===== config.mk =====
export PLATFORM = sky130hd
export DESIGN_NAME = ibc_host
export DESIGN_NICKNAME = d
export VERILOG_FILES = /design/src/logic/ibc_pkg.sv /design/src/logic/ibc_host.sv
export SDC_FILE = /design/constraint.sdc
export NUM_CORES = 1
export LEC_CHECK = 0
export BUFFER_PORTS_ARGS = -buffer_cell sky130_fd_sc_hd__buf_2
export CAP_MARGIN = 20
export CORE_MARGIN = 5
export CORE_UTILIZATION = 25
export CTS_CLUSTER_DIAMETER = 100
export CTS_CLUSTER_SIZE = 14
export DETAILED_ROUTE_END_ITERATION = 8
export PLACE_DENSITY_LB_ADDON = 0.12
export SYNTH_ARGS = -nofsm -noshare
export SYNTH_HDL_FRONTEND = slang
export SYNTH_SLANG_ARGS = --single-unit

===== constraint.sdc =====
create_clock -name clk -period 11 [get_ports clk]
set_input_delay 0.55 -clock clk [delete_from_list [all_inputs] [get_ports clk]]
set_output_delay 0.55 -clock clk [all_outputs]
set_load 0.02 [all_outputs]

===== src/logic/ibc_pkg.sv =====
// ibc_pkg: constants, command codes and bank states for the
// inter-bank command legality host controller.
// assumes: 100 MHz system clock, eight banks, burst length eight.
package ibc_pkg;
  // ---------------------------------------------------------------
  // geometry
  // ---------------------------------------------------------------
  localparam int unsigned NUM_BANKS  = 8;
  localparam int unsigned BANK_W     = 3;
  localparam int unsigned ROW_W      = 14;
  localparam int unsigned COL_W      = 10;
  localparam int unsigned DATA_W     = 16;
  localparam int unsigned MASK_W     = 2;
  localparam int unsigned BEATS      = 8;
  localparam int unsigned CNT_W      = 8;
  // ---------------------------------------------------------------
  // timing in ns and derived cycle counts (least times round up)
  // ---------------------------------------------------------------
  localparam int unsigned CLK_PERIOD_NS     = 10;
  localparam int unsigned ACT_TO_ACT_NS     = 10;
  localparam int unsigned FOUR_ACT_WIN_NS   = 50;
  localparam int unsigned ROW_TO_COL_NS     = 18;
  localparam int unsigned PRECHARGE_NS      = 21;
  localparam int unsigned MODE_READ_NS      = 40;
  localparam int unsigned MODE_WRITE_NS     = 100;
  localparam int unsigned REFRESH_NS        = 130;
  localparam int unsigned BURST_NS          = 80;
  localparam int unsigned EXIT_NS           = 140;
  localparam logic [CNT_W-1:0] ACT_TO_ACT_CYC =
    CNT_W'((ACT_TO_ACT_NS + CLK_PERIOD_NS - 1) / CLK_PERIOD_NS);
  localparam logic [CNT_W-1:0] FOUR_ACT_CYC =
    CNT_W'((FOUR_ACT_WIN_NS + CLK_PERIOD_NS - 1) / CLK_PERIOD_NS);
  localparam logic [CNT_W-1:0] ROW_TO_COL_CYC =
    CNT_W'((ROW_TO_COL_NS + CLK_PERIOD_NS - 1) / CLK_PERIOD_NS);
  localparam logic [CNT_W-1:0] PRECHARGE_CYC =
    CNT_W'((PRECHARGE_NS + CLK_PERIOD_NS - 1) / CLK_PERIOD_NS);
  localparam logic [CNT_W-1:0] MODE_READ_CYC =
    CNT_W'((MODE_READ_NS + CLK_PERIOD_NS - 1) / CLK_PERIOD_NS);
  localparam logic [CNT_W-1:0] MODE_WRITE_CYC =
    CNT_W'((MODE_WRITE_NS + CLK_PERIOD_NS - 1) / CLK_PERIOD_NS);
  localparam logic [CNT_W-1:0] REFRESH_CYC =
    CNT_W'((REFRESH_NS + CLK_PERIOD_NS - 1) / CLK_PERIOD_NS);
  localparam logic [CNT_W-1:0] BURST_CYC =
    CNT_W'((BURST_NS + CLK_PERIOD_NS - 1) / CLK_PERIOD_NS);
  localparam logic [CNT_W-1:0] EXIT_CYC =
    CNT_W'((EXIT_NS + CLK_PERIOD_NS - 1) / CLK_PERIOD_NS);
  localparam logic [CNT_W-1:0] BEATS_CNT = CNT_W'(BEATS);
  // ---------------------------------------------------------------
  // user request codes (also driven on cmd_code pins)
  // ---------------------------------------------------------------
  typedef enum logic [3:0] {
    IBC_NOP   = 4'h0,
    IBC_ACT   = 4'h1,
    IBC_RD    = 4'h2,
    IBC_WR    = 4'h3,
    IBC_PRE   = 4'h4,
    IBC_PREA  = 4'h5,
    IBC_MRR   = 4'h6,
    IBC_MRW   = 4'h7,
    IBC_REF   = 4'h8,
    IBC_RESET = 4'h9
  } ibc_cmd_e;
  // ---------------------------------------------------------------
  // per-bank tracked state
  // ---------------------------------------------------------------
  typedef enum logic [3:0] {
    BK_IDLE     = 4'h0,
    BK_ACTING   = 4'h1,
    BK_ACTIVE   = 4'h2,
    BK_READING  = 4'h3,
    BK_WRITING  = 4'h4,
    BK_RD_AP    = 4'h5,
    BK_WR_AP    = 4'h6,
    BK_PRECHG   = 4'h7,
    BK_MRR_IDLE = 4'h8,
    BK_MRR_ACT  = 4'h9,
    BK_MRW      = 4'ha,
    BK_REFRESH  = 4'hb,
    BK_RESET    = 4'hc,
    BK_MRR_RST  = 4'hd,
    BK_POWERON  = 4'he
  } ibc_bank_e;
endpackage


===== src/logic/ibc_host.sv =====
// ibc_host: host controller that tracks every bank, checks each requested
// command against its target bank state, or all bank states for all-bank commands, and drives legal commands to the memory.
// assumes: link clock arrives as a pin and is sampled here; memory captures
// one command per link clock rising edge; cke is held high by this block.
// Notes on behaviour
// - keep activate-to-activate spacing and at most four activates per window.
// - precharge targets one bank or all; all-bank needs every bank prechargeable.
// - during a mode read from idle only no-operations go out until done.
// - mode write lasts its delay, only no-operations meanwhile, then idle.
// - refresh and mode write go out only when every bank is idle.
// - a write after a read waits for the full read burst.
// - a read after a write waits for the full write burst.
// - after an auto-precharge access other banks take valid commands.
// - reset is a mode write, allowed from power-on or else with all banks idle.
// - commands go out only with enable high twice and exit delay met.
// - any state and command pair not allowed is refused, never sent.
// - mask low writes the data beat, mask high inhibits it.
// - only no-operations to a bank busy with auto-precharge bursts.
`timescale 1ns/1ps
`default_nettype none
module ibc_host
  import ibc_pkg::*;
(
  input  wire logic                          clk,
  input  wire logic                          rst,
  input  wire logic                          link_clk,
  input  wire logic                          req_valid,
  input  wire ibc_pkg::ibc_cmd_e             req_cmd,
  input  wire logic [ibc_pkg::BANK_W-1:0]    req_bank,
  input  wire logic [ibc_pkg::ROW_W-1:0]     req_addr,
  input  wire logic                          req_auto_pre,
  input  wire logic [ibc_pkg::DATA_W-1:0]    wr_data,
  input  wire logic [ibc_pkg::MASK_W-1:0]    wr_mask,
  output logic                               req_ready,
  output logic                               req_refused,
  output logic                               wr_beat_take,
  output logic                               mem_cke,
  output logic                               mem_cs_n,
  output ibc_pkg::ibc_cmd_e                  cmd_code,
  output logic [ibc_pkg::BANK_W-1:0]         cmd_bank,
  output logic [ibc_pkg::ROW_W-1:0]          cmd_addr,
  output logic                               cmd_auto_pre,
  output logic [ibc_pkg::DATA_W-1:0]         dq_out,
  output logic                               dq_oe,
  output logic [ibc_pkg::MASK_W-1:0]         write_byte_mask
);
  import ibc_pkg::*;

  // ---------------------------------------------------------------
  // state record
  // ---------------------------------------------------------------
  typedef struct packed {
    logic [1:0]                     lk_sync;
    logic                           lk_prev;
    ibc_bank_e [NUM_BANKS-1:0]      bank;
    logic [NUM_BANKS-1:0][CNT_W-1:0] tmr;
    logic [CNT_W-1:0]               rrd;
    logic [3:0][CNT_W-1:0]          faw;
    logic [CNT_W-1:0]               exit_cnt;
    logic                           dev_busy;
    logic [CNT_W-1:0]               dev_tmr;
    logic                           refused;
    ibc_cmd_e                       code;
    logic [BANK_W-1:0]              bank_o;
    logic [ROW_W-1:0]               addr;
    logic                           ap;
    logic                           cs_n;
    logic [CNT_W-1:0]               beats;
    logic [DATA_W-1:0]              dq;
    logic                           oe;
    logic                           wr;
    logic [MASK_W-1:0]              mask;
  } ibc_state_s;

  ibc_state_s s_q, s_d;

  logic link_rise;
  logic legal;
  logic all_idle;
  logic all_pre_ok;
  logic faw_free;
  logic bursting;

  // link clock edge, read from the second sync stage only
  assign link_rise = s_q.lk_sync[1] & ~s_q.lk_prev;

  // ---------------------------------------------------------------
  // whole-device checks across all bank trackers
  // ---------------------------------------------------------------
  always_comb begin
    all_idle   = 1'b1;
    all_pre_ok = 1'b1;
    bursting   = 1'b0;
    faw_free   = 1'b0;
    for (int i = 0; i < NUM_BANKS; i++) begin
      if (s_q.bank[i] != BK_IDLE)
        all_idle = 1'b0;
      if (!(s_q.bank[i] inside {BK_IDLE, BK_ACTIVE, BK_PRECHG}))
        all_pre_ok = 1'b0;
      if (s_q.bank[i] inside {BK_READING, BK_WRITING, BK_RD_AP, BK_WR_AP})
        bursting = 1'b1;
    end
    for (int k = 0; k < 4; k++) begin
      if (s_q.faw[k] == '0)
        faw_free = 1'b1;
    end
  end

  // legality of the requested command against the target tracker, or every tracker for all-bank commands
  always_comb begin
    legal = 1'b0;
    // per-bank commands check the target bank's tracker, all-bank ones check every tracker
    case (req_cmd)
      IBC_NOP:   legal = 1'b1;
      IBC_ACT:   legal = s_q.bank[req_bank] == BK_IDLE && s_q.rrd == '0 && faw_free;
      IBC_RD, IBC_WR:
        // no bank may have burst beats still pending on the shared counter
        legal = s_q.bank[req_bank] == BK_ACTIVE && s_q.beats == '0;
      IBC_PRE:   legal = s_q.bank[req_bank] inside {BK_IDLE, BK_ACTIVE};
      IBC_PREA:  legal = all_pre_ok;
      IBC_MRR:   legal = s_q.bank[req_bank] inside
                   {BK_IDLE, BK_ACTIVE, BK_ACTING, BK_PRECHG, BK_RESET};
      IBC_MRW, IBC_REF: legal = all_idle && !bursting;
      IBC_RESET: legal = s_q.bank[0] == BK_POWERON || (all_idle && !bursting);
      default:   legal = 1'b0;
    endcase
    // device-wide quiet periods and exit delay
    if (s_q.dev_busy || s_q.exit_cnt != '0)
      legal = 1'b0;
    // bank in auto-precharge burst takes nothing
    if (s_q.bank[req_bank] inside {BK_RD_AP, BK_WR_AP, BK_MRR_IDLE, BK_MRR_ACT, BK_MRW})
      legal = 1'b0;
  end

  assign req_ready    = link_rise;
  assign req_refused  = s_q.refused;
  assign wr_beat_take = link_rise && s_q.beats != '0 && s_q.wr;
  assign mem_cke      = 1'b1; // held high so both samples are high
  assign mem_cs_n     = s_q.cs_n;
  assign cmd_code     = s_q.code;
  assign cmd_bank     = s_q.bank_o;
  assign cmd_addr     = s_q.addr;
  assign cmd_auto_pre = s_q.ap;
  assign dq_out       = s_q.dq;
  assign dq_oe        = s_q.oe;
  assign write_byte_mask = s_q.mask;

  // ---------------------------------------------------------------
  // next state
  // ---------------------------------------------------------------
  always_comb begin
    s_d         = s_q;
    s_d.lk_sync = {s_q.lk_sync[0], link_clk};
    s_d.lk_prev = s_q.lk_sync[1];
    s_d.refused = 1'b0;
    if (link_rise) begin
      // timers run in link cycles
      if (s_q.rrd != '0) s_d.rrd = s_q.rrd - 1'b1;
      if (s_q.exit_cnt != '0) s_d.exit_cnt = s_q.exit_cnt - 1'b1;
      for (int k = 0; k < 4; k++)
        if (s_q.faw[k] != '0) s_d.faw[k] = s_q.faw[k] - 1'b1;
      if (s_q.dev_tmr != '0) s_d.dev_tmr = s_q.dev_tmr - 1'b1;
      else s_d.dev_busy = 1'b0;
      // per-bank timeouts
      for (int i = 0; i < NUM_BANKS; i++) begin
        if (s_q.tmr[i] != '0) s_d.tmr[i] = s_q.tmr[i] - 1'b1;
        else begin
          case (s_q.bank[i])
            BK_ACTING, BK_MRR_ACT:          s_d.bank[i] = BK_ACTIVE;
            BK_READING, BK_WRITING:         s_d.bank[i] = BK_ACTIVE;
            BK_PRECHG, BK_RD_AP, BK_WR_AP:  s_d.bank[i] = BK_IDLE;
            BK_MRR_IDLE, BK_MRW, BK_REFRESH: s_d.bank[i] = BK_IDLE;
            BK_MRR_RST:                     s_d.bank[i] = BK_RESET;
            BK_RESET:                       s_d.bank[i] = BK_IDLE;
            default:                        s_d.bank[i] = s_q.bank[i];
          endcase
        end
      end
      // write beats with their mask
      if (s_q.beats != '0) begin
        s_d.beats = s_q.beats - 1'b1;
        s_d.oe    = s_q.wr; // enable only with a real beat on the pins
        s_d.dq    = s_q.wr ? wr_data : '0;
        s_d.mask  = s_q.wr ? wr_mask : '0;
      end else begin
        s_d.oe   = 1'b0;
        s_d.wr   = 1'b0;
        s_d.mask = '0;
      end
      s_d.code   = IBC_NOP;
      s_d.cs_n   = 1'b1;
      if (req_valid && req_cmd != IBC_NOP) begin
        if (!legal) s_d.refused = 1'b1;
        else begin
          s_d.code   = req_cmd;
          s_d.cs_n   = 1'b0;
          s_d.bank_o = req_bank;
          s_d.addr   = req_addr;
          s_d.ap     = req_auto_pre;
          case (req_cmd)
            IBC_ACT: begin
              s_d.bank[req_bank] = BK_ACTING;
              s_d.tmr[req_bank]  = ROW_TO_COL_CYC;
              s_d.rrd            = ACT_TO_ACT_CYC;
              s_d.faw = {s_q.faw[2:0], FOUR_ACT_CYC};
            end
            IBC_RD, IBC_WR: begin
              s_d.bank[req_bank] = req_cmd == IBC_RD ?
                (req_auto_pre ? BK_RD_AP : BK_READING) :
                (req_auto_pre ? BK_WR_AP : BK_WRITING);
              s_d.tmr[req_bank] = req_auto_pre ? BURST_CYC + PRECHARGE_CYC : BURST_CYC;
              s_d.beats = BEATS_CNT;
              s_d.wr    = req_cmd == IBC_WR;
            end
            IBC_PRE: begin
              s_d.bank[req_bank] = BK_PRECHG;
              s_d.tmr[req_bank]  = PRECHARGE_CYC;
            end
            IBC_PREA:
              for (int i = 0; i < NUM_BANKS; i++) begin
                s_d.bank[i] = BK_PRECHG;
                s_d.tmr[i]  = PRECHARGE_CYC;
              end
            IBC_MRR: begin
              // timing banks keep their own delay
              if (s_q.bank[req_bank] == BK_IDLE) s_d.bank[req_bank] = BK_MRR_IDLE;
              if (s_q.bank[req_bank] == BK_ACTIVE) s_d.bank[req_bank] = BK_MRR_ACT;
              if (s_q.bank[req_bank] == BK_RESET) s_d.bank[req_bank] = BK_MRR_RST;
              if (!(s_q.bank[req_bank] inside {BK_ACTING, BK_PRECHG}))
                s_d.tmr[req_bank] = MODE_READ_CYC;
              s_d.dev_busy = 1'b1;
              s_d.dev_tmr  = MODE_READ_CYC;
            end
            default: begin
              // refresh, mode write and reset hit every bank
              for (int i = 0; i < NUM_BANKS; i++) begin
                s_d.bank[i] = req_cmd == IBC_REF ? BK_REFRESH :
                              req_cmd == IBC_MRW ? BK_MRW : BK_RESET;
                s_d.tmr[i]  = req_cmd == IBC_REF ? REFRESH_CYC : MODE_WRITE_CYC;
              end
              s_d.dev_busy = 1'b1;
              s_d.dev_tmr  = req_cmd == IBC_REF ? REFRESH_CYC : MODE_WRITE_CYC;
            end
          endcase
        end
      end
    end
  end

  // ---------------------------------------------------------------
  // state register
  // ---------------------------------------------------------------
  always_ff @(posedge clk or posedge rst) begin
    if (rst) begin
      s_q          <= '0;
      s_q.bank     <= {NUM_BANKS{BK_POWERON}};
      s_q.exit_cnt <= EXIT_CYC;
      s_q.cs_n     <= 1'b1;
      s_q.code     <= IBC_NOP;
    end else begin
      s_q <= s_d;
    end
  end
endmodule
`default_nettype wire


[Word-level counts from Yosys, hierarchy flattened]
Index checks and enable logic that the tools add are counted.
Word-level totals
  bits in registers: 208
  word-level logic and storage cells: 422
Operators by class
  equal/unequal tests: 123
  muxes and demuxes: 124
  add/subtract/negate cells: 16
  reduce and logical (&&, ||, !) cells: 94
  bitwise operators: 26
  magnitude comparators: 2
Operators with widths (number)
  $pmux W96 S5: 1
  $mux W32: 11
  $mux W136: 2
  $eq A4 B4 Y1 const B: 55
  $mux W8: 24
  $eq A4 B3 Y1 const B: 39
  $reduce_bool A8 Y1: 16
  $sub A8 B1 Y8 const B: 16
  $and A56 B56 Y56: 2
  $not A56 Y56: 2
  $pmux W4 S3: 8
  $eq A4 B2 Y1 const B: 19
  $mux W4: 18
  $reduce_bool A4 Y1: 17
  $bwmux W64: 1
  $mux W64: 1
  $reduce_or A7 Y1: 8
  $mux W52: 1
  $and A24 B24 Y24: 2
  $and A48 B48 Y48: 1
  $logic_not A8 Y1: 6
  $not A24 Y24: 2
  $not A48 Y48: 1
  $or A24 B24 Y24: 2
  38 further kinds: 130

[Depth between registers and ports, before layout]
  depth after elaboration: 30
  gate-level depth with buffers: 15

[Worst setup path before layout]
Ideal clock, no wire load.
  kind: input port to flip-flop
  start point: in req_bank[2] (netlist bit)
  end point: reg s_q[165] (netlist bit)
  path buffers: 3
  setup time: 0.155 ns
  cell stages on the path: 11
  data required time: 10.845 ns
  data arrival time: 2.929 ns
  slack: 7.916 ns
  cells stage by stage: buf_2 > mux4_2 > mux2_2 > nor2_2 > mux2i_1 > a21oi_2 > buf_2 > buf_2 > o221ai_1 > o31ai_1 > a22oi_1
Between the ends
  longest elaborated chain between the ends: 10
RTL lines
  from (decl): RTL line ibc_host.sv:29  | input wire logic [ibc_pkg::BANK_W-1:0] req_bank,
  $lt A3 B4 Y1 (not written as such), or another cell as far along
  $logic_and A1 B1 Y1 (not written as such) / $mux W4 (equally long branches)
  $mux W8 / $logic_not A4 Y1 (equally long branches)
  $demux W8 S3 / $logic_and A1 B1 Y1 (equally long branches)
  $not A56 Y56 (no line) / $logic_and A1 B1 Y1 (equally long branches)
  $and A56 B56 Y56 (no line) / $pmux W1 S8 (equally long branches)
  $mux W64 / $mux W1 (equally long branches): RTL line ibc_host.sv:229, ibc_host.sv:128
  $pmux W96 S5 / $mux W1 (equally long branches): RTL line ibc_host.sv:200, ibc_host.sv:131
  $mux W136 (*): RTL line ibc_host.sv:193  | if (!legal) s_d.refused = 1'b1;
  $mux W136 (*): RTL line ibc_host.sv:192  | if (req_valid && req_cmd != IBC_NOP) begin
  to (decl): RTL line ibc_host.sv:75  | ibc_state_s s_q, s_d;
Every way passes the cells marked *; elsewhere a longest branch is shown, timed or not. The select of a mux whose other input is x is not followed.
A chain may end at the register's enable or synchronous reset.

[Final worst setup path]
  start point: reg s_q[61] (netlist bit)
  end point: reg s_q[119] (netlist bit)
Between the ends
  longest elaborated chain between the ends: 6
RTL lines
  $reduce_bool A8 Y1: RTL line ibc_host.sv:128  | if (s_q.dev_busy || s_q.exit_cnt != '0)
  $logic_or A1 B1 Y1: RTL line ibc_host.sv:128
  $mux W1: RTL line ibc_host.sv:128
  $mux W1: RTL line ibc_host.sv:131  | if (s_q.bank[req_bank] inside {BK_RD_AP, BK_WR_AP, BK_MRR_IDLE, BK_MRR_ACT, BK_MRW})
  $mux W136: RTL line ibc_host.sv:193
  $mux W136: RTL line ibc_host.sv:192
No other way between the ends.

==> flow_summary_export.csv <==
group,metric,value,unit
global_route,overflow,0,
worst_setup_path,crit_required,11.40,ns
clocking,htree_num_levels,1,
worst_setup_path,cp_cell_sequence,"inv_1 -> ha_1 -> or4b_1 -> or4_1 -> a311o_1 -> nor3_2 -> buf_4 -> o21a_2 -> buf_4 -> o21ai_0 -> a221o_1",
die,floorplan.initialDensity,0.2518,
global_route,grtUsageTotal,0.1608,
sta,final-setup-viol-count,0,
die,die_w,256.1,um
global_route,grt_pass1_vias,13960,
clocking,latest_clock_arrival_within_the_worst_skew_pair,0.58,ns
logic_synthesis,post_synth_top_flop,"sky130_fd_sc_hd__dfrtp_1",
pwr,post-layout-total-power,0.002676,W
clocking,clk_path_buf_depth,3,
detailed_routing,num_vias,14200,
logic_synthesis,syn_nets,1954,
clocking,cts.clk_slew.worst_paths,0.07,ns
sta,rsz_0062_raised_after_global_routing,"false",
final_layout,layoutNonFillerInstCount,2622,
pwr,peakVddDrop,0.09424,mV
worst_setup_path,worst-r2r-cell-count,11,
logic_synthesis,post_synth_fa_ha_maj_area_fraction,0.02893,
pwr,leakage,6.621,nW
sta,fmax,236.6,MHz
logic_synthesis,synth-edff-count,0,
placement,place_ws,6.461,ns
clocking,cts_inserted_buffers,22,
logic_synthesis,synthDominantAreaCellType,"sky130_fd_sc_hd__dfrtp_1",
worst_setup_path,critical-path-slowest-cell,"sky130_fd_sc_hd__buf_4",
sta,layout_setup_ws,6.773,ns
detailed_routing,viasPerCell,5.415,
die,design.die.area,65580,um^2
logic_synthesis,ys_seq_area_frac,0.3461,
logic_synthesis,yosys.cell_types.count,81,
detailed_routing,post-route-drc-count,0,
pwr,power_density_of_the_placed_cells,161.3,nW/um^2
sta,fin_worst_skew,0.06436,ns
sta,slew-limit-headroom,0.1858,
final_layout,drive_gt1_frac,0.1294,
detailed_routing,antenna_left,0,
clocking,clock_tree_from_tritoncts,"yes",
sta,finalWorstPathRequiredPeriod,4.227,ns
placement,post-dp-hpwl,36710,um
sta,final-hold-violation-count,0,
final_layout,finalNetCount,1901,
worst_setup_path,critPathMaxStageDelay,0.61,ns
logic_synthesis,post_synth_mux_area_share,0.04248,
final_layout,areaGrowthSynthToFinish,9.603,%
worst_setup_path,timing.critical_path.arrival,4.63,ns
clocking,cts.hold.buffers_added,0,
logic_synthesis,synth-simple-area-share,0.2398,
worst_setup_path,critical_path.top_delay_family,"compound AO/OA/AOI/OAI gates",
clocking,post_cts.resized_instances,0,
die,ios,90,
worst_setup_path,critical_path.endpoint_type,"flip-flop",
outcome,run_status,"finished clean",
die,die-height,256.1,um
sta,setup_total_negative_slack,0,ns
logic_synthesis,synthesis.area_per_instance,8.057,um^2
placement,globalplace.congestion,0.8741,
clocking,clock_sink_count,208,
logic_synthesis,flip_flop_and_latch_count_after_synthesis,208,
sta,layout_worst_path_cycle_share,0.3842,
die,core_area,60130,um^2
logic_synthesis,netlist_area,15140,um^2
logic_synthesis,ys.warnings.count,0,
run,drv.max_cap_violation_count,0,
detailed_routing,routed_wirelength,54700,um
sta,finalMaxSlewViolations,0,
final_layout,seq_area,5240,um^2
final_layout,multiInputGateArea,8810,um^2
logic_synthesis,synth_area_leaders,"sky130_fd_sc_hd__dfrtp_1 (30%), sky130_fd_sc_hd__nand2_1 (5.7%), sky130_fd_sc_hd__o21ai_0 (5.3%)",
detailed_routing,wire_per_inst,20.86,um
sta,worstMarginPinSlew,1.213,ns
clocking,clock-root-buffer,"sky130_fd_sc_hd__clkbuf_16",
worst_setup_path,timing.reg2reg.setup_slack,6.77,ns
worst_setup_path,worst_r2r_startpoint,"s_q[61]",
worst_setup_path,timing.critical_path.from,"s_q[61]",
worst_setup_path,setup.worst_path.start_class,"flip-flop",
hold_path,worstHoldPathType,"in -> async",
logic_synthesis,synth_top_family_by_area,"compound AO/OA/AOI/OAI gates",
worst_setup_path,crit-reg2reg-capture,"s_q[119]",
detailed_routing,initialDrtViolationCount,1260,
logic_synthesis,netlist_instances,1879,
placement,place.port_buffers,88,
final_layout,post-route-util,0.2759,
logic_synthesis,asyncSetResetFlopFracSynth,1.000,
logic_synthesis,yosys.area.top_type_share,0.2975,
worst_setup_path,critical_path_maximum_fanout,50,
worst_setup_path,critical_path.most_common_cell,"sky130_fd_sc_hd__buf_4",
detailed_routing,first_drt_pass_iteration_count,6,
die,row_count,90,
logic_synthesis,xor_xnor_share_of_the_synthesized_area,0.02140,
logic_synthesis,synth_compound_area_frac,0.2465,
global_route,grt_first_pass_wirelength,85700,um
clocking,post-cts-setup-buffer-count,0,
worst_setup_path,timing.critical_path.buf_inv,3,
global_route,antenna_found_initial,3,
global_route,pin_count_of_the_biggest_net_entering_global_routing,129,
final_layout,fillCellCount,6517,
placement,placed_cells,2582,
worst_setup_path,critical_path_class,"reg -> reg",
-- placed cells by master, fill, tap and decap left out, types with 32 or more instances in the layout --
| cell | n |
|---|---|
| sky130_fd_sc_hd__buf_2 | 88 |
| sky130_fd_sc_hd__dfrtp_1 | 180 |
| sky130_fd_sc_hd__nand2b_1 | 33 |
| sky130_fd_sc_hd__nand2_1 | 229 |
| sky130_fd_sc_hd__nand3_1 | 116 |
| sky130_fd_sc_hd__nor4_1 | 41 |
| sky130_fd_sc_hd__o21ai_0 | 159 |
| sky130_fd_sc_hd__a21oi_1 | 92 |
| sky130_fd_sc_hd__a22oi_1 | 32 |
| sky130_fd_sc_hd__nor2_1 | 107 |
| sky130_fd_sc_hd__inv_1 | 44 |
| sky130_fd_sc_hd__nor3_1 | 68 |
-- area by class of cell --
cell class | instances | share of cell area
Inverter | 46 | 0.01101
Clock buffer | 27 | 0.03431
Clock inverter | 10 | 0.007088
Antenna cell | 1 | 0.0001508
Multi-Input combinational cell | 1428 | 0.5309
Timing Repair Buffer | 120 | 0.04177
Tap cell | 782 | 0.05897
Sequential cell | 208 | 0.3158
-- cells in the mapped netlist, types with 9 or more instances --
cell,count
sky130_fd_sc_hd__nor2_1,108
sky130_fd_sc_hd__xor2_1,15
sky130_fd_sc_hd__o221ai_1,15
sky130_fd_sc_hd__and3_1,21
sky130_fd_sc_hd__nor3_1,68
sky130_fd_sc_hd__a221oi_1,11
sky130_fd_sc_hd__nor2b_1,18
sky130_fd_sc_hd__nand4_1,28
sky130_fd_sc_hd__o21ai_0,159
sky130_fd_sc_hd__o21ai_1,11
sky130_fd_sc_hd__o21a_1,11
sky130_fd_sc_hd__a21o_1,22
sky130_fd_sc_hd__nand2_1,229
sky130_fd_sc_hd__a21boi_0,14
sky130_fd_sc_hd__xnor2_1,22
sky130_fd_sc_hd__mux2_2,20
sky130_fd_sc_hd__o31ai_1,25
sky130_fd_sc_hd__a22oi_1,32
sky130_fd_sc_hd__nand2b_1,34
sky130_fd_sc_hd__or4_1,11
sky130_fd_sc_hd__dfrtp_1,180
sky130_fd_sc_hd__o211ai_1,29
sky130_fd_sc_hd__o22ai_1,18
sky130_fd_sc_hd__nand3_1,116
sky130_fd_sc_hd__or3_1,10
sky130_fd_sc_hd__a211oi_1,10
sky130_fd_sc_hd__inv_1,46
sky130_fd_sc_hd__clkbuf_1,118
sky130_fd_sc_hd__ha_1,31
sky130_fd_sc_hd__dfstp_2,28
sky130_fd_sc_hd__nor4_1,41
sky130_fd_sc_hd__a21oi_1,92
sky130_fd_sc_hd__and2_1,15
sky130_fd_sc_hd__a22o_1,9
sky130_fd_sc_hd__a31oi_1,24
sky130_fd_sc_hd__buf_2,20
sky130_fd_sc_hd__a221o_1,10
sky130_fd_sc_hd__mux2i_1,26
sky130_fd_sc_hd__buf_4,47
sky130_fd_sc_hd__buf_1,10
-- metal layers --
metal  vias to the layer above  GRT usage  share of wire
met5                         -          0        0.00038
met4                         4    0.04558          0.027
met3                        81    0.02131          0.048
met2                       359     0.2581           0.46
met1                      6983     0.2276           0.47
li1                       6771          -              -
-- cells by family after synthesis --
group / count (synthesis)
adders and majority gates: 36
xor gates and xnor gates: 37
other: 1
buffers and inverters: 243
AOI/OAI and AO/OA: 562
muxes: 53
DFF: 208
and+or+nand+nor: 739
-- stage by stage --
step / hold WS, ns / instance area [um^2]
6_report: 0.09867 / 16590
5_1_grt: 0.1002 / 16590
4_1_cts: 0.08257 / 16580
3_5_place_dp: 0.3402 / 15890
3_3_place_gp: 0.3359 / 15890
2_1_floorplan: 0.3312 / 15140
-- worst register-to-register path, delay by kind of cell (launching register included) --
family	cells	cell delay (ns)
AOI/OAI and AO/OA	4	1.32
and+or+nand+nor	3	1.19
buffers and inverters	3	0.94
DFF	1	0.43
adders and majority gates	1	0.18
-- flip-flops by register name, summed over array words and instances, names as in the netlist --
register / flops
s_q: 163
dq_out: 16
cmd_addr: 14
cmd_code: 4
cmd_bank: 3
s_d: 2
write_byte_mask: 2
cmd_auto_pre: 1
dq_oe: 1
mem_cs_n: 1
req_refused: 1
-- how the worst max path moves through the flow --
stage	endpoint	cells after the start
final	s_q[119]	11
after global routing	s_q[119]	11
after CTS	s_q[119]	11
after detailed placement	s_q[119]	11
after global placement	s_q[119]	11
after floorplan	cmd_addr[0]	1
-- where the power goes --
part | switching, W | total, W | internal [W]
Combinational | 0.000460 | 0.000767 | 0.000307
Clock | 0.000370 | 0.000769 | 0.000400
Sequential | 0.000212 | 0.00114 | 0.000928
No activity file was read; power rests on OpenSTA's default activity.
